===== src/common/idc_pkg.sv =====
// Functional notes
// - bit 7 set passes samples unchanged; clear applies the fs/2 sign alternation.
// - bit 6 set routes samples around the inverse sinc filter; clear inserts it.
// - bit 2 set skips the dc offset addition; there is no phase correction stage.
// - bit 1 clear gives high-side image; set gives inverted low-side image.
// - bit 0 set drops Q samples, gates Q clocks, copies I to both.
// - first stage mode bits 2:1; codes 00 and 01 leave input unmodulated.
// - first stage codes 10 and 11 modulate the input by its rate.
// - first stage control bit 0 set bypasses the first interpolation filter.
// - second stage mode bits 6:1; codes 000000 to 011011 are unmodulated.
// - second stage codes 100100 to 111111 modulate the input by its rate.
// - second stage control bit 0 set bypasses the second interpolation filter.
package idc_pkg;

    localparam int SAMPLE_W = 16;
    localparam int ADDR_W = 7;
    localparam int DATA_W = 8;

    ////////////////////////////////////////////////////////////////////////////
    // register map
    localparam logic [ADDR_W-1:0] DP_CTRL_ADDR = 7'h1b;
    localparam logic [ADDR_W-1:0] FIRST_CTRL_ADDR = 7'h1c;
    localparam logic [ADDR_W-1:0] SECOND_CTRL_ADDR = 7'h1d;

    localparam logic [DATA_W-1:0] DP_CTRL_RST = 8'he4;
    localparam logic [DATA_W-1:0] FIRST_CTRL_RST = 8'h00;
    localparam logic [DATA_W-1:0] SECOND_CTRL_RST = 8'h00;

    // implemented bits; the rest read as zero
    localparam logic [DATA_W-1:0] DP_CTRL_MASK = 8'he7;
    localparam logic [DATA_W-1:0] FIRST_CTRL_MASK = 8'h07;
    localparam logic [DATA_W-1:0] SECOND_CTRL_MASK = 8'h7f;

    localparam int DP_PREMOD_BYP = 7;
    localparam int DP_INVSINC_BYP = 6;
    localparam int DP_FIXED_ONE = 5;
    localparam int DP_PHASE_BYP = 2;
    localparam int DP_SIDEBAND = 1;
    localparam int DP_I_DUP = 0;

    localparam int FIRST_MODE_LSB = 1;
    localparam int FIRST_MODE_W = 2;
    localparam int FIRST_BYP = 0;
    localparam int SECOND_MODE_LSB = 1;
    localparam int SECOND_MODE_W = 6;
    localparam int SECOND_BYP = 0;
    localparam int SECOND_HALF_W = 3;

    ////////////////////////////////////////////////////////////////////////////
    // serial port framing: one instruction byte, one data byte, msb first
    localparam int SPI_RW_BIT = 7;
    localparam logic [2:0] SPI_LAST_BIT = 3'h7;

    typedef struct packed {
        logic [SAMPLE_W-1:0] i;
        logic [SAMPLE_W-1:0] q;
    } idc_sample_s;

    typedef struct packed {
        logic premod_bypass;
        logic invsinc_bypass;
        logic phase_bypass;
        logic low_sideband;
        logic i_duplicate_enable;
        logic [FIRST_MODE_W-1:0] first_stage_mode;
        logic first_stage_modulate;
        logic first_stage_bypass;
        logic [SECOND_MODE_W-1:0] second_stage_mode;
        logic second_stage_modulate;
        logic second_stage_mode_legal;
        logic second_stage_bypass;
    } idc_cfg_s;

    typedef enum logic [2:0] {
        SPI_IDLE,
        SPI_CMD,
        SPI_WR,
        SPI_RD,
        SPI_WAIT
    } idc_spi_e;

endpackage


===== src/rtl/idc_datapath_ctrl.sv =====
module idc_datapath_ctrl #(
    parameter int BUF_DEPTH = 2
) (
    input wire logic clock_i,
    input wire logic rstn_i,
    input wire logic spi_sclk_i,
    input wire logic spi_csn_i,
    input wire logic spi_sdio_i,
    output logic spi_sdio_o,
    output logic spi_sdio_oe_o,
    input wire logic sample_valid_i,
    input wire idc_pkg::idc_sample_s sample_i,
    output logic sample_ready_o,
    input wire idc_pkg::idc_sample_s dc_offset_i,
    output logic out_valid_o,
    output idc_pkg::idc_sample_s out_sample_o,
    input wire logic out_ready_i,
    output idc_pkg::idc_cfg_s cfg_o,
    output logic q_clk_en_o
);

    function automatic idc_pkg::idc_cfg_s decode_cfg(
        input logic [idc_pkg::DATA_W-1:0] dp,
        input logic [idc_pkg::DATA_W-1:0] first,
        input logic [idc_pkg::DATA_W-1:0] second
    );
        idc_pkg::idc_cfg_s c;
        logic [idc_pkg::SECOND_MODE_W-1:0] sm;
        c.premod_bypass = dp[idc_pkg::DP_PREMOD_BYP];
        c.invsinc_bypass = dp[idc_pkg::DP_INVSINC_BYP];
        c.phase_bypass = dp[idc_pkg::DP_PHASE_BYP];
        c.low_sideband = dp[idc_pkg::DP_SIDEBAND];
        c.i_duplicate_enable = dp[idc_pkg::DP_I_DUP];
        c.first_stage_mode = first[idc_pkg::FIRST_MODE_LSB +: idc_pkg::FIRST_MODE_W];
        c.first_stage_modulate = c.first_stage_mode[idc_pkg::FIRST_MODE_W-1];
        c.first_stage_bypass = first[idc_pkg::FIRST_BYP];
        sm = second[idc_pkg::SECOND_MODE_LSB +: idc_pkg::SECOND_MODE_W];
        c.second_stage_mode = sm;
        c.second_stage_modulate = sm[idc_pkg::SECOND_MODE_W-1];
        // only codes with equal halves name a passband
        c.second_stage_mode_legal = (sm[idc_pkg::SECOND_MODE_W-1 -: idc_pkg::SECOND_HALF_W] ==
                                     sm[idc_pkg::SECOND_HALF_W-1:0]);
        c.second_stage_bypass = second[idc_pkg::SECOND_BYP];
        return c;
    endfunction

    localparam idc_pkg::idc_cfg_s CFG_RST = decode_cfg(idc_pkg::DP_CTRL_RST, idc_pkg::FIRST_CTRL_RST,
                                                        idc_pkg::SECOND_CTRL_RST);

    ////////////////////////////////////////////////////////////////////////////
    // serial port pins into the clock domain
    logic [2:0] sclk_s_q;
    logic [2:0] csn_s_q;
    logic [2:0] sdio_s_q;

    always_ff @(posedge clock_i or negedge rstn_i) begin
        if (!rstn_i) begin
            sclk_s_q <= 3'h0;
            csn_s_q <= 3'h7;
            sdio_s_q <= 3'h0;
        end else begin
            sclk_s_q <= {sclk_s_q[1:0], spi_sclk_i};
            csn_s_q <= {csn_s_q[1:0], spi_csn_i};
            sdio_s_q <= {sdio_s_q[1:0], spi_sdio_i};
        end
    end

    logic sclk_rise;
    logic sclk_fall;
    logic [idc_pkg::DATA_W-1:0] shift_next;

    assign sclk_rise = sclk_s_q[1] && !sclk_s_q[2];
    assign sclk_fall = !sclk_s_q[1] && sclk_s_q[2];

    ////////////////////////////////////////////////////////////////////////////
    // serial port state machine
    idc_pkg::idc_spi_e spi_state_q;
    logic [2:0] bit_cnt_q;
    logic [idc_pkg::DATA_W-1:0] shift_q;
    logic [idc_pkg::DATA_W-1:0] rd_shift_q;
    logic [idc_pkg::DATA_W-1:0] rd_value;
    logic [idc_pkg::ADDR_W-1:0] addr_q;
    logic [idc_pkg::DATA_W-1:0] wr_data_q;
    logic wr_en_q;
    logic [idc_pkg::DATA_W-1:0] dp_ctrl_q;
    logic [idc_pkg::DATA_W-1:0] first_ctrl_q;
    logic [idc_pkg::DATA_W-1:0] second_ctrl_q;

    assign shift_next = {shift_q[idc_pkg::DATA_W-2:0], sdio_s_q[1]};

    always_comb begin
        rd_value = 8'h00;
        if (shift_next[idc_pkg::ADDR_W-1:0] == idc_pkg::DP_CTRL_ADDR) begin
            rd_value = dp_ctrl_q;
        end else if (shift_next[idc_pkg::ADDR_W-1:0] == idc_pkg::FIRST_CTRL_ADDR) begin
            rd_value = first_ctrl_q;
        end else if (shift_next[idc_pkg::ADDR_W-1:0] == idc_pkg::SECOND_CTRL_ADDR) begin
            rd_value = second_ctrl_q;
        end
    end

    always_ff @(posedge clock_i or negedge rstn_i) begin
        if (!rstn_i) begin
            spi_state_q <= idc_pkg::SPI_IDLE;
            bit_cnt_q <= 3'h0;
            shift_q <= 8'h00;
            rd_shift_q <= 8'h00;
            addr_q <= 7'h00;
            wr_data_q <= 8'h00;
            wr_en_q <= 1'b0;
            spi_sdio_o <= 1'b0;
            spi_sdio_oe_o <= 1'b0;
        end else begin
            wr_en_q <= 1'b0;
            if (csn_s_q[1]) begin
                spi_state_q <= idc_pkg::SPI_IDLE;
                spi_sdio_oe_o <= 1'b0;
            end else begin
                unique case (spi_state_q)
                    idc_pkg::SPI_IDLE: begin
                        spi_state_q <= idc_pkg::SPI_CMD;
                        bit_cnt_q <= 3'h0;
                    end
                    idc_pkg::SPI_CMD: begin
                        if (sclk_rise) begin
                            shift_q <= shift_next;
                            bit_cnt_q <= bit_cnt_q + 3'h1;
                            if (bit_cnt_q == idc_pkg::SPI_LAST_BIT) begin
                                addr_q <= shift_next[idc_pkg::ADDR_W-1:0];
                                rd_shift_q <= rd_value;
                                spi_state_q <= shift_next[idc_pkg::SPI_RW_BIT] ? idc_pkg::SPI_RD : idc_pkg::SPI_WR;
                            end
                        end
                    end
                    idc_pkg::SPI_WR: begin
                        if (sclk_rise) begin
                            shift_q <= shift_next;
                            bit_cnt_q <= bit_cnt_q + 3'h1;
                            if (bit_cnt_q == idc_pkg::SPI_LAST_BIT) begin
                                wr_data_q <= shift_next;
                                wr_en_q <= 1'b1;
                                spi_state_q <= idc_pkg::SPI_WAIT;
                            end
                        end
                    end
                    idc_pkg::SPI_RD: begin
                        if (sclk_fall) begin
                            spi_sdio_oe_o <= 1'b1;
                            spi_sdio_o <= rd_shift_q[idc_pkg::DATA_W-1];
                            rd_shift_q <= {rd_shift_q[idc_pkg::DATA_W-2:0], 1'b0};
                            bit_cnt_q <= bit_cnt_q + 3'h1;
                            if (bit_cnt_q == idc_pkg::SPI_LAST_BIT) begin
                                spi_state_q <= idc_pkg::SPI_WAIT;
                            end
                        end
                    end
                    idc_pkg::SPI_WAIT: begin
                    end
                endcase
            end
        end
    end

    ////////////////////////////////////////////////////////////////////////////
    // control registers
    always_ff @(posedge clock_i or negedge rstn_i) begin
        if (!rstn_i) begin
            dp_ctrl_q <= idc_pkg::DP_CTRL_RST;
            first_ctrl_q <= idc_pkg::FIRST_CTRL_RST;
            second_ctrl_q <= idc_pkg::SECOND_CTRL_RST;
        end else if (wr_en_q) begin
            if (addr_q == idc_pkg::DP_CTRL_ADDR) begin
                dp_ctrl_q <= wr_data_q & idc_pkg::DP_CTRL_MASK;
            end
            if (addr_q == idc_pkg::FIRST_CTRL_ADDR) begin
                first_ctrl_q <= wr_data_q & idc_pkg::FIRST_CTRL_MASK;
            end
            if (addr_q == idc_pkg::SECOND_CTRL_ADDR) begin
                second_ctrl_q <= wr_data_q & idc_pkg::SECOND_CTRL_MASK;
            end
        end
    end

    ////////////////////////////////////////////////////////////////////////////
    // sample buffer
    logic buf_valid;
    logic adv;
    logic load;
    idc_pkg::idc_sample_s buf_data;

    assign adv = !out_valid_o || out_ready_i;
    assign load = adv && buf_valid;

    idc_skid_buf #(
        .WIDTH($bits(idc_pkg::idc_sample_s)),
        .DEPTH(BUF_DEPTH)
    ) u_buf (
        .clock_i(clock_i),
        .rstn_i(rstn_i),
        .in_valid_i(sample_valid_i),
        .in_data_i(sample_i),
        .in_ready_o(sample_ready_o),
        .out_valid_o(buf_valid),
        .out_data_o(buf_data),
        .out_ready_i(adv)
    );

    ////////////////////////////////////////////////////////////////////////////
    // active settings, swapped only when the output stage advances
    always_ff @(posedge clock_i or negedge rstn_i) begin
        if (!rstn_i) begin
            cfg_o <= CFG_RST;
            q_clk_en_o <= 1'b1;
        end else if (adv) begin
            // whole settings at a sample boundary
            cfg_o <= decode_cfg(dp_ctrl_q, first_ctrl_q, second_ctrl_q);
            q_clk_en_o <= !dp_ctrl_q[idc_pkg::DP_I_DUP];
        end
    end

    ////////////////////////////////////////////////////////////////////////////
    // sample processing
    logic phase_q;
    logic [idc_pkg::SAMPLE_W-1:0] i_v;
    logic [idc_pkg::SAMPLE_W-1:0] q_v;

    always_comb begin
        i_v = buf_data.i;
        q_v = buf_data.q;
        if (!cfg_o.premod_bypass && phase_q) begin
            i_v = -i_v;
            q_v = -q_v;
        end
        if (!cfg_o.phase_bypass) begin
            i_v = i_v + dc_offset_i.i;
            q_v = q_v + dc_offset_i.q;
        end
        if (cfg_o.low_sideband) begin
            q_v = -q_v;
        end
        // incoming Q dropped, I on both
        if (cfg_o.i_duplicate_enable) begin
            q_v = i_v;
        end
    end

    always_ff @(posedge clock_i or negedge rstn_i) begin
        if (!rstn_i) begin
            out_valid_o <= 1'b0;
            out_sample_o <= '0;
            phase_q <= 1'b0;
        end else if (adv) begin
            out_valid_o <= buf_valid;
            if (buf_valid) begin
                out_sample_o <= '{i: i_v, q: q_v};
                phase_q <= !phase_q;
            end
        end
    end
endmodule // idc_datapath_ctrl


===== src/rtl/idc_skid_buf.sv =====
module idc_skid_buf #(
    parameter int WIDTH = 32,
    parameter int DEPTH = 2
) (
    input wire logic clock_i,
    input wire logic rstn_i,
    input wire logic in_valid_i,
    input wire logic [WIDTH-1:0] in_data_i,
    output logic in_ready_o,
    output logic out_valid_o,
    output logic [WIDTH-1:0] out_data_o,
    input wire logic out_ready_i
);

    localparam int PTR_W = (DEPTH > 1) ? $clog2(DEPTH) : 1;

    if (DEPTH < 2 || (DEPTH & (DEPTH - 1)) != 0) begin : g_depth_check
        $error("idc_skid_buf: DEPTH must be a power of two, at least 2");
    end

    logic [WIDTH-1:0] mem_q [DEPTH];
    logic [PTR_W-1:0] wr_ptr_q;
    logic [PTR_W-1:0] rd_ptr_q;
    logic [PTR_W:0] count_q;
    logic [PTR_W:0] count_d;
    logic push;
    logic pop;

    assign push = in_valid_i && in_ready_o;
    assign pop = out_valid_o && out_ready_i;
    assign out_valid_o = (count_q != '0);
    assign out_data_o = mem_q[rd_ptr_q];

    always_comb begin
        count_d = count_q + {{PTR_W{1'b0}}, push} - {{PTR_W{1'b0}}, pop};
    end

    always_ff @(posedge clock_i or negedge rstn_i) begin
        if (!rstn_i) begin
            wr_ptr_q <= '0;
            rd_ptr_q <= '0;
            count_q <= '0;
            in_ready_o <= 1'b1;
        end else begin
            if (push) begin
                wr_ptr_q <= wr_ptr_q + 1'b1;
            end
            if (pop) begin
                rd_ptr_q <= rd_ptr_q + 1'b1;
            end
            count_q <= count_d;
            // registered ready: full stalls the source one cycle ahead
            in_ready_o <= (count_d < (PTR_W+1)'(DEPTH));
        end
    end

    always_ff @(posedge clock_i) begin
        if (push) begin
            mem_q[wr_ptr_q] <= in_data_i;
        end
    end
endmodule // idc_skid_buf


===== config.mk =====
export PLATFORM = sky130hd
export DESIGN_NAME = idc_datapath_ctrl
export DESIGN_NICKNAME = d
export VERILOG_FILES = /design/src/common/idc_pkg.sv /design/src/rtl/idc_datapath_ctrl.sv /design/src/rtl/idc_skid_buf.sv
export SDC_FILE = /design/constraint.sdc
export NUM_CORES = 1
export LEC_CHECK = 0
export ABC_AREA = 1
export BUFFER_PORTS_ARGS = -buffer_cell sky130_fd_sc_hd__buf_4
export CORE_ASPECT_RATIO = 1.75
export CORE_MARGIN = 1.5
export CORE_UTILIZATION = 60
export CTS_CLUSTER_SIZE = 28
export DETAILED_ROUTE_END_ITERATION = 10
export GPL_TIMING_DRIVEN = 0
export PLACE_DENSITY = 0.93
export REMOVE_ABC_BUFFERS = 1
export SLEW_MARGIN = 20
export SYNTH_ARGS = -nofsm -noshare
export SYNTH_HDL_FRONTEND = slang
export SYNTH_SLANG_ARGS = --single-unit

===== constraint.sdc =====
create_clock -name clock_i -period 7.4 [get_ports clock_i]
set_input_delay 0 -clock clock_i [delete_from_list [all_inputs] [get_ports clock_i]]
set_output_delay 0 -clock clock_i [all_outputs]
set_load 0.005 [all_outputs]

* Word level (Yosys, flattened, before mapping)
Memory sizes are Yosys's and may differ from the RTL's. Index checks and enable logic that the tools add are counted.
Cells by class: multiplexer cells 33, reductions and logical operators 32, eq/ne operators 19, add/subtract/negate cells 10, bitwise logic cells 1, $lt $le $gt $ge 1
Operators with widths (count):
- two-way mux 16 bit | 6
- negation 16 bit | 3
- equality test 7 x 5 -> 1 bit, second input constant | 6
- adder 16 bit | 2
- two-way mux 8 bit | 4
- two-way mux 3 bit | 8
- case mux 8 bit (2 select lines) | 1
- two-way mux 7 bit | 2
- inequality test 3 bit, second input constant | 4
- case mux 3 bit (4 select lines) | 1
- AND reduction 4 bit | 3
- two-way mux 1 bit | 10
- AND reduction 2 bit | 5
- AND reduction 5 bit | 2
- case mux 3 bit (3 select lines) | 1
- nonzero test 2 bit | 4
- equality test 3 x 2 -> 1 bit, second input constant | 2
- logical NOT 1 bit | 6
- inequality test 2 bit, second input constant | 3
- AND reduction 3 bit | 2
- logical AND 1 bit | 5
- nonzero test 5 bit | 1
- adder 3 x 1 -> 3 bit, second input constant | 1
- equality test 3 x 1 -> 1 bit, second input constant | 1
- 12 further kinds | 13
Word-level totals: RAM bits 64, register bits 120, word-level logic and storage cells 133, memories kept 1, input bits 71
Memory list:
- u_buf.mem_q | depth 2, bits a word 32, read ports 1, clocked after Yosys merged registers in 0, wr ports 1, line idc_skid_buf.sv:21 | logic [WIDTH-1:0] mem_q [DEPTH];

* Longest topological paths before layout
Gate-level depths: netlist (run 1).
word-level depth 8, depth in mapped cells 30

* Cells and area by module
From an unflattened synthesis (run 1), not the netlist that was laid out.
Unflattened totals: cell total of the unflattened synthesis 1367, area, all modules 10615.2 sq um
Modules (own cells, without submodules):
- idc_datapath_ctrl | cells an instance 1168, instances 1, sequential area each 2841.5 sq um, area an instance 7952.6 sq um
- idc_skid_buf | cells an instance 199, instances 1, sequential area each 2048.2 sq um, area an instance 2662.6 sq um

* Least setup slack after synthesis (run 1)
No wires, ideal clock.
path type reg-to-reg, from register cfg_o[17] in the netlist's numbering, to register out_sample_o[12] in the netlist's numbering, setup slack 4.225 ns, cell stages (with the launch flop) 22, library setup time 0.116 ns, buffers on the path 2, required time 7.284 ns, data arrival time 3.059 ns, cell sequence dfstp_2 -> inv_1 -> nand2_1 -> inv_1 -> buf_2 -> buf_2 -> o21ai_0 -> fa_1 -> a21oi_1 -> o21ai_1 -> inv_1 -> o21ai_1 -> nand2_1 -> nand2_1 -> a21boi_0 -> or2_0 -> nand3_1 -> nand2_1 -> nand2_1 -> nand2_1 -> nand2_1 -> nand2_1
On the way: longest elaborated chain between the ends 8, elaborated cells between the ends (all ways) 11
RTL lines:
- start, declared | line idc_datapath_ctrl.sv:18 | output idc_pkg::idc_cfg_s cfg_o,
- start signal, assigned | line idc_datapath_ctrl.sv:216 | cfg_o <= decode_cfg(dp_ctrl_q, first_ctrl_q, second_ctrl_q);
- logical NOT 1 bit * | line idc_datapath_ctrl.sv:230 | if (!cfg_o.premod_bypass && phase_q) begin
- logical AND 1 bit * | line idc_datapath_ctrl.sv:230
- two-way mux 16 bit | line idc_datapath_ctrl.sv:230
- adder 16 bit | line idc_datapath_ctrl.sv:236 | q_v = q_v + dc_offset_i.q;
- two-way mux 16 bit | line idc_datapath_ctrl.sv:234 | if (!cfg_o.phase_bypass) begin
- negation 16 bit | line idc_datapath_ctrl.sv:239 | q_v = -q_v;
- two-way mux 16 bit | line idc_datapath_ctrl.sv:238 | if (cfg_o.low_sideband) begin
- two-way mux 16 bit * | line idc_datapath_ctrl.sv:242 | if (cfg_o.i_duplicate_enable) begin
- end signal, assigned | line idc_datapath_ctrl.sv:255 | out_sample_o <= '{i: i_v, q: q_v};
- end, declared | line idc_datapath_ctrl.sv:16 | output idc_pkg::idc_sample_s out_sample_o,
Every way passes the cells marked *; elsewhere a longest branch is shown, timed or not. A chain may end at the register's enable or synchronous reset.

* Final worst setup path (run 1)
from register u_buf.rd_ptr_q, to register out_sample_o[14] in the netlist's numbering
On the way: longest elaborated chain between the ends 8, elaborated cells between the ends (all ways) 12
RTL lines:
- start, declared | line idc_skid_buf.sv:23 | logic [PTR_W-1:0] rd_ptr_q;
- start signal, assigned | line idc_skid_buf.sv:49 | rd_ptr_q <= rd_ptr_q + 1'b1;
- memory read (2 x 32 bit) *
- negation 16 bit | line idc_datapath_ctrl.sv:232 | q_v = -q_v;
- two-way mux 16 bit | line idc_datapath_ctrl.sv:230
- adder 16 bit | line idc_datapath_ctrl.sv:236
- two-way mux 16 bit | line idc_datapath_ctrl.sv:234
- negation 16 bit | line idc_datapath_ctrl.sv:239
- two-way mux 16 bit | line idc_datapath_ctrl.sv:238
- two-way mux 16 bit * | line idc_datapath_ctrl.sv:242
Marks and branches as above.

==> results.cfg, run 1 <==
[run_status]
outcome = completed

[clock_network]
clockRootBuffer = clkbuf_16
cts_setup_buffers = 0
cts_resized = 0
clk_latency_ns = 0.45
clock-sinks = 182
hold_buffers = 38
cts_max_path_buffers = 2
cts_buffers = 17
cts.clk_slew.worst_paths_ns = 0.07
tritoncts = built
h-tree-depth = 4

[power_and_ir_drop]
vdd_ir_drop_max_mv = 0.254
internal-power_mw = 2.94
power.switching_mw = 2.71
power_mw = 5.64
power_leakage_nw = 6.14
combPwrFrac = 0.587
clkPwrFrac = 0.157
power_density_nw_per_um2 = 449
power_frac_seq = 0.256
swShare = 0.480

[timing]
fin_worst_skew_ns = 0.0155
finalCriticalPeriod_ns = 4.89
tightest_slew_ns = 1.14
rsz0062_at_grt = no
finalCritPeriodShare = 0.660
finalMaxSlewViolations = 0
hold_viol = 0
setup_violations = 0
max-slew-margin-rel = 0.234
timing.final.ws_setup_ns = 2.51
fin_setup_tns_ns = 0
whs_ns = 0.0318
fmax_mhz = 205

[detailed_routing]
vias_per_cell = 5.77
avgRoutedWirePerCell_um = 17.9
drt_iter0_drc = 642
drtPass1Iterations = 7
vias = 9862
drc = 0
ant_nets = 0
wirelength_mm = 30.6

[logic_synthesis]
synth_mux_area_frac = 0.00875
syn_inst = 1317
syn_avg_cell_area_sq_um = 7.93
synthSimpleGateAreaFrac = 0.277
synth_top_family_by_area = simple AND/OR/NAND/NOR gates
synth-adder-area-share = 0.0518
yosysMostFrequentCell = nand2_1
async_flop_share = 0.648
synth_cell_types = 50
synth_top_flop_cell = dfrtp_1
synth_area_leaders = dfrtp_1, edfxtp_1, nand2_1
synthesis.area_sq_um = 10400
yosysSeqAreaShare = 0.468
ys_seq_elements = 182
synth_edf_count = 64
synth_xor_area_frac = 0.0318
synth_warnings = 0
synth-compound-area-share = 0.0920
yosys.area.top_type = dfrtp_1
synth_commonest_cells = nand2_1, inv_1, nand3_1
synth_top_area_frac = 0.254

[global_routing]
track_usage = 0.357
grt_overflow = 0
grt_pass1_vias = 10100
antenna_found_initial = 0
grt_max_degree = 119
grt_pass1_wl_mm = 48.6

[worst_setup_path]
critPathTopFamily = simple AND/OR/NAND/NOR gates
critPathLaunchType = flop
crit_top_cell = nand2_1
cp_max_fo = 40
criticalPathCategory = reg2reg
critical_path.slowest_cell = dfrtp_2
cp.required_ns = 7.72
cp_num_buf_inv = 1
rr_startpoint = u_buf.rd_ptr_q
reg2reg_depth = 26
cp.arrival_ns = 5.21
crit_path_end_kind = flop
r2r_slack_ns = 2.51
r2r-end = out_sample_o[14]
cpPeakStageDelay_ns = 0.68

[min_path]
min_to = u_buf.wr_ptr_q
min-delay-start = sample_valid_i
min_delay_path_depth = 3
hp-class = in2reg

[floorplanning]
std_cell_rows = 63
die_h_um = 178
die_w_um = 103
io_pins = 126
start_util = 0.613
fp.coreArea_sq_um = 17000
dieArea_sq_um = 18200

[place]
pre_cts_ws_ns = 2.58
gp_congestion = 0.945
port_buffers = 125
hpwl_mm = 21.2

[finish]
diodes = 0
utilization = 0.738
fillCellCount = 1248
nNetsFinal = 1582
drive_above_1_share = 0.148
area_growth_pct = 20.3

[flow_run]
max_cap_viol_count = 0
[power by group through the flow]
stage	Combinational [mW]	Sequential (mW)	Clock (mW)
floorplan	2.29	1.41	0
global placement	3.06	1.44	0
detailed placement	3.19	1.45	0
CTS	3.24	1.43	0.873
global route	3.74	1.46	0.919
finish	3.31	1.45	0.885
[cells by family (layout without fill, tap and decap cells)]
kind of cell,count (synthesis),after routing
buf+inv,185,350
simple gates,685,685
mux,9,9
xor+xnor,37,37
fa+ha+maj,42,42
compound gates,177,177
flops,182,182
[area by class of cell]
cell class	count	area, sq um	area share
multi-input cells	950	4850	0.387
repair buffers	166	1390	0.111
inverters	152	571	0.0454
flip-flops and latches	182	4890	0.389
clock buffers	21	482	0.0384
well taps	227	284	0.0226
clock inverters	11	82.6	0.00658
[stage by stage]
step	area, sq um	cells
floorplan	10300	1284
global placement	11500	1636
detailed placement	11600	1639
CTS	12500	1709
global route	12600	1709
finish	12600	1709
[per-layer routing]
layer	part of all wire	global-route usage	vias to the layer above
li1	-	-	4584
met5	0	0	-
met4	0.078	0.271	0
met3	0.068	0.0953	165
met2	0.52	0.623	511
met1	0.33	0.351	4602
[flip-flops by register name, summed over array words and instances, names as in the netlist, 6 cells and up]
signal / count
wr_data_q: 8
second_ctrl_q: 7
addr_q: 7
u_buf.mem_q: 64
rd_shift_q: 8
cfg_o: 16
shift_q: 7
dp_ctrl_q: 6
out_sample_o: 32
[cells in the final DEF, fill, tap and decap left out, drive strengths merged, types with 5 or more instances in the layout]
cell / Yosys / routed
a21oi: 38 / 38
buf: 17 / 127
clkbuf: 16 / 22
clkinv: 2 / 5
dfrtp: 106 / 106
dfstp: 12 / 12
dlygate4sd3: 0 / 38
edfxtp: 64 / 64
ha: 40 / 40
inv: 150 / 155
mux2i: 8 / 8
nand2: 443 / 443
nand3: 113 / 113
nand3b: 7 / 7
nand4: 11 / 11
nor2: 82 / 82
nor3: 11 / 11
o211ai: 5 / 5
o21ai: 114 / 114
or2: 10 / 10
xnor2: 13 / 13
xor2: 24 / 24
[worst min-delay path, delay by kind of cell]
kind / cells / cell delay, ns
XOR/XNOR: 1 / 0.18
buffers and inverters: 1 / 0.07
AND/OR/NAND/NOR: 1 / 0.17
[worst max-delay path by stage]
stage | from | endpoint | slack (ns) | cells past startpoint
after CTS | u_buf.rd_ptr_q | out_sample_o[14] | 2.59 | 26
after global placement | out_valid_o | u_buf.count_q[1] | 0.57 | 10
after detailed placement | u_buf.rd_ptr_q | out_sample_o[14] | 2.58 | 26
final | u_buf.rd_ptr_q | out_sample_o[14] | 2.51 | 26
after floorplan | out_valid_o | u_buf.count_q[1] | 2.91 | 10
after global routing | u_buf.rd_ptr_q | out_sample_o[14] | 2.10 | 26
No activity file was read; power rests on OpenSTA's default activity.
==> run 2: changes to the inputs <==
--- a/config.mk
+++ b/config.mk
@@ -5,15 +5,15 @@
 export SDC_FILE = /design/constraint.sdc
 export NUM_CORES = 1
 export LEC_CHECK = 0
-export ABC_AREA = 1
+export ABC_AREA = 0
 export BUFFER_PORTS_ARGS = -buffer_cell sky130_fd_sc_hd__buf_4
 export CORE_ASPECT_RATIO = 1.75
 export CORE_MARGIN = 1.5
-export CORE_UTILIZATION = 60
+export CORE_UTILIZATION = 59
 export CTS_CLUSTER_SIZE = 28
 export DETAILED_ROUTE_END_ITERATION = 10
 export GPL_TIMING_DRIVEN = 0
-export PLACE_DENSITY = 0.93
+export PLACE_DENSITY = 0.92
 export REMOVE_ABC_BUFFERS = 1
 export SLEW_MARGIN = 20
 export SYNTH_ARGS = -nofsm -noshare
==> constraint.sdc (replaced) <==
create_clock -name clock_i -period 4.5 [get_ports clock_i]
set_input_delay 0 -clock clock_i [delete_from_list [all_inputs] [get_ports clock_i]]
set_output_delay 0 -clock clock_i [all_outputs]
set_load 0.005 [all_outputs]
==> run 2 against run 1 <==
The run now ends with negative setup slack left. Register-to-register slack worse by 2.7 ns. Global-route usage down 5.0 points. Clock-buffer cell count down 3. Hold slack better by 0.0099 ns. Maximum frequency up 5.1%. Setup slack worse by 2.7 ns. Final area up 2.0%. Core utilization up 1.8 points. Sequential share of layout area down 0.76 points. Combinational power up 67%.
==> results.cfg, run 2 <==
[global_routing]
grt_overflow = 0
antenna_found_initial = 0
grt_max_degree = 119
track_usage = 0.308
grt_pass1_vias = 8582
grt_pass1_wl_mm = 42.4

[place]
gp_congestion = 0.889
port_buffers = 125
hpwl_mm = 17.3
placedCellCount = 1277

[timing]
max-slew-margin-rel = 0.275
fmax_mhz = 215
rsz0062_at_grt = yes
finalCriticalPeriod_ns = 4.65
finalCritPeriodShare = 1.03
tightest_slew_ns = 1.09
setup_violations = 3
fin_setup_tns_ns = -0.303
finalMaxSlewViolations = 0
timing.final.ws_setup_ns = -0.148
hold_viol = 0
fin_worst_skew_ns = 0.0122
whs_ns = 0.0418

[worst_setup_path]
cp_max_fo = 8
critPathLaunchType = flop
cp.arrival_ns = 5.01
criticalPathCategory = reg2reg
startpoint = u_buf.rd_ptr_q
rr_startpoint = u_buf.rd_ptr_q
path_cells = buf_12 -> mux2i_4 -> ha_4 -> nor4b_4 -> or4_4 -> and2_4 -> ha_4 -> o211a_1 -> o31ai_2 -> a21oi_2 -> xor2_1 -> mux2i_2 -> nand4_1 -> buf_4 -> o41ai_2 -> xnor2_1 -> o21ai_1 -> o21ai_1
cpPeakStageDelay_ns = 0.53
critical_path.slowest_cell = dfrtp_4
crit_path_end_kind = flop
cp.required_ns = 4.87

[floorplanning]
io_pins = 126
fp.coreArea_sq_um = 16900
die_w_um = 103
die_h_um = 177
dieArea_sq_um = 18200
start_util = 0.604
std_cell_rows = 63

[power_and_ir_drop]
power_density_nw_per_um2 = 729
vdd_ir_drop_max_mv = 0.390
swShare = 0.437
power_frac_seq = 0.252
combPwrFrac = 0.590
power_mw = 9.34
power_leakage_nw = 5.48
internal-power_mw = 5.26
power.switching_mw = 4.09
clkPwrFrac = 0.158

[finish]
area_growth_pct = 25.1
mostFrequentLayoutCells = buf_4, dfrtp_1, nand2_1
diodes = 0
drive_above_1_share = 0.274
nNetsFinal = 1238
final_common_cell = buf_4
utilization = 0.756
instances_no_fill = 1365
regMostFlops = u_buf.mem_q
largestRegisters = u_buf.mem_q (64), out_sample_o (32), cfg_o (16)
largest_reg_flops = 64

[run_status]
failed_checks = negative setup slack
outcome = finished, violations left

[logic_synthesis]
yosysSeqAreaShare = 0.478
synth_top_flop_cell = dfrtp_1
yosys.area.top_type = dfrtp_1
synth_area_leaders = dfrtp_1, edfxtp_1, mux2_2
synth_edf_count = 64
yosysMostFrequentCell = dfrtp_1
synth_cell_types = 73
synth_warnings = 0
syn_inst = 960
synth_commonest_cells = dfrtp_1, nand2_1, o21ai_0
synthesis.area_sq_um = 10200
synth_top_area_frac = 0.259
ys_seq_elements = 182
async_flop_share = 0.648
syn_avg_cell_area_sq_um = 10.7

[clock_network]
cts.clk_slew.worst_paths_ns = 0.08
h-tree-depth = 4
clk_latency_ns = 0.44
cts_buffers = 17
cts_max_path_buffers = 2
tritoncts = built
clockRootBuffer = clkbuf_16
clock-sinks = 182

[detailed_routing]
avgRoutedWirePerCell_um = 20.9
wirelength_mm = 28.6
drtPass1Iterations = 8
vias_per_cell = 6.36
drc = 0
ant_nets = 0
drt_iter0_drc = 648
vias = 8681

[min_path]
min-delay-start = dc_offset_i[16]
hp-class = in2reg

[flow_run]
max_cap_viol_count = 0
## run 2: changes by cell type after synthesis, moves of 12 or more
cell / change
inv_1: -121
mux2_2: +61
mux2i_1: +36
nand2_1: -334
nand2_2: -14
nand2b_1: +13
nand3_1: -96
nor2_1: -13
nor2b_1: +13
nor3_1: +16
nor3b_1: +12
o21ai_0: -12
o21ai_1: -15
xnor2_1: +24
## run 2: logic make-up (layout without fill, tap and decap cells)
kind of cell / after synthesis / in the layout / synth area share
mux: 106 / 106 / 0.111
flops: 182 / 182 / 0.478
simple gates: 288 / 288 / 0.141
xor+xnor: 64 / 64 / 0.0555
fa+ha+maj: 42 / 42 / 0.0528
buf+inv: 60 / 238 / 0.0263
compound gates: 218 / 218 / 0.136
## run 2: path summary, 6_finish.rpt
kind / endpoint / slack, ns / cells after the start
max: out_sample_o[14] / -0.15 / 18
min: out_sample_o[16] / 0.04 / 4
max reg2reg: out_sample_o[14] / -0.15 / 18
min reg2reg: sclk_s_q[1] / 0.34 / 0
max in group asynchronous: u_buf.rd_ptr_q / 3.56 / 2
min in group asynchronous: spi_state_q[0] / 0.25 / 2
## run 2: layout make-up
cell class / instances / area (sq um)
Multi-Input combinational cell: 718 / 5360
Sequential cell: 182 / 4890
Clock buffer: 18 / 429
Tap cell: 227 / 284
Fill cell: 1042 / 4140
Timing Repair Buffer: 185 / 1600
Clock inverter: 14 / 163
Inverter: 21 / 78.8
## run 2: power groups by stage
stage / Sequential (mW) / Combinational [mW] / Clock (mW)
2_1_floorplan: 2.36 / 3.36 / 0
3_3_place_gp: 2.42 / 4.31 / 0
3_5_place_dp: 2.39 / 4.55 / 0
4_1_cts: 2.31 / 4.95 / 1.48
5_1_grt: 2.38 / 6.01 / 1.55
6_report: 2.35 / 5.52 / 1.48
## run 2: what timing repair did
item | in CTS | in global routing
resized for setup | 18 | 40
setup buffers | 7 | 9
hold buffers | 38 | 0
gates cloned | 1 | 1
setup endpoints to repair | 8 | 11
pin swaps | 9 | 20
endpoints found under the hold margin | 178 | 0
## run 2: metal layers
metal,up-vias,wire length (um),share of wire,global-route usage
li1,3846,-,-,-
met1,4217,9720,0.34,0.327
met2,447,15000,0.53,0.554
met3,171,1680,0.059,0.0430
met4,0,2150,0.075,0.200
met5,-,0,0,0
## run 2: critical path: cells and delay by family (launching register included)
kind | cells | cell delay (ns)
flops | 1 | 0.53
fa+ha+maj | 2 | 0.51
xor+xnor | 2 | 0.33
compound gates | 6 | 1.20
mux | 2 | 0.53
simple gates | 4 | 1.08
buf+inv | 2 | 0.38
## run 2: per-stage QoR
| stage | area, sq um | setup WS [ns] |
|---|---|---|
| floorplan | 10000 | -1.38 |
| global placement | 11300 | -2.18 |
| detailed placement | 11400 | -0.761 |
| CTS | 12500 | 0.00369 |
| global route | 12800 | -0.348 |
| finish | 12800 | -0.148 |
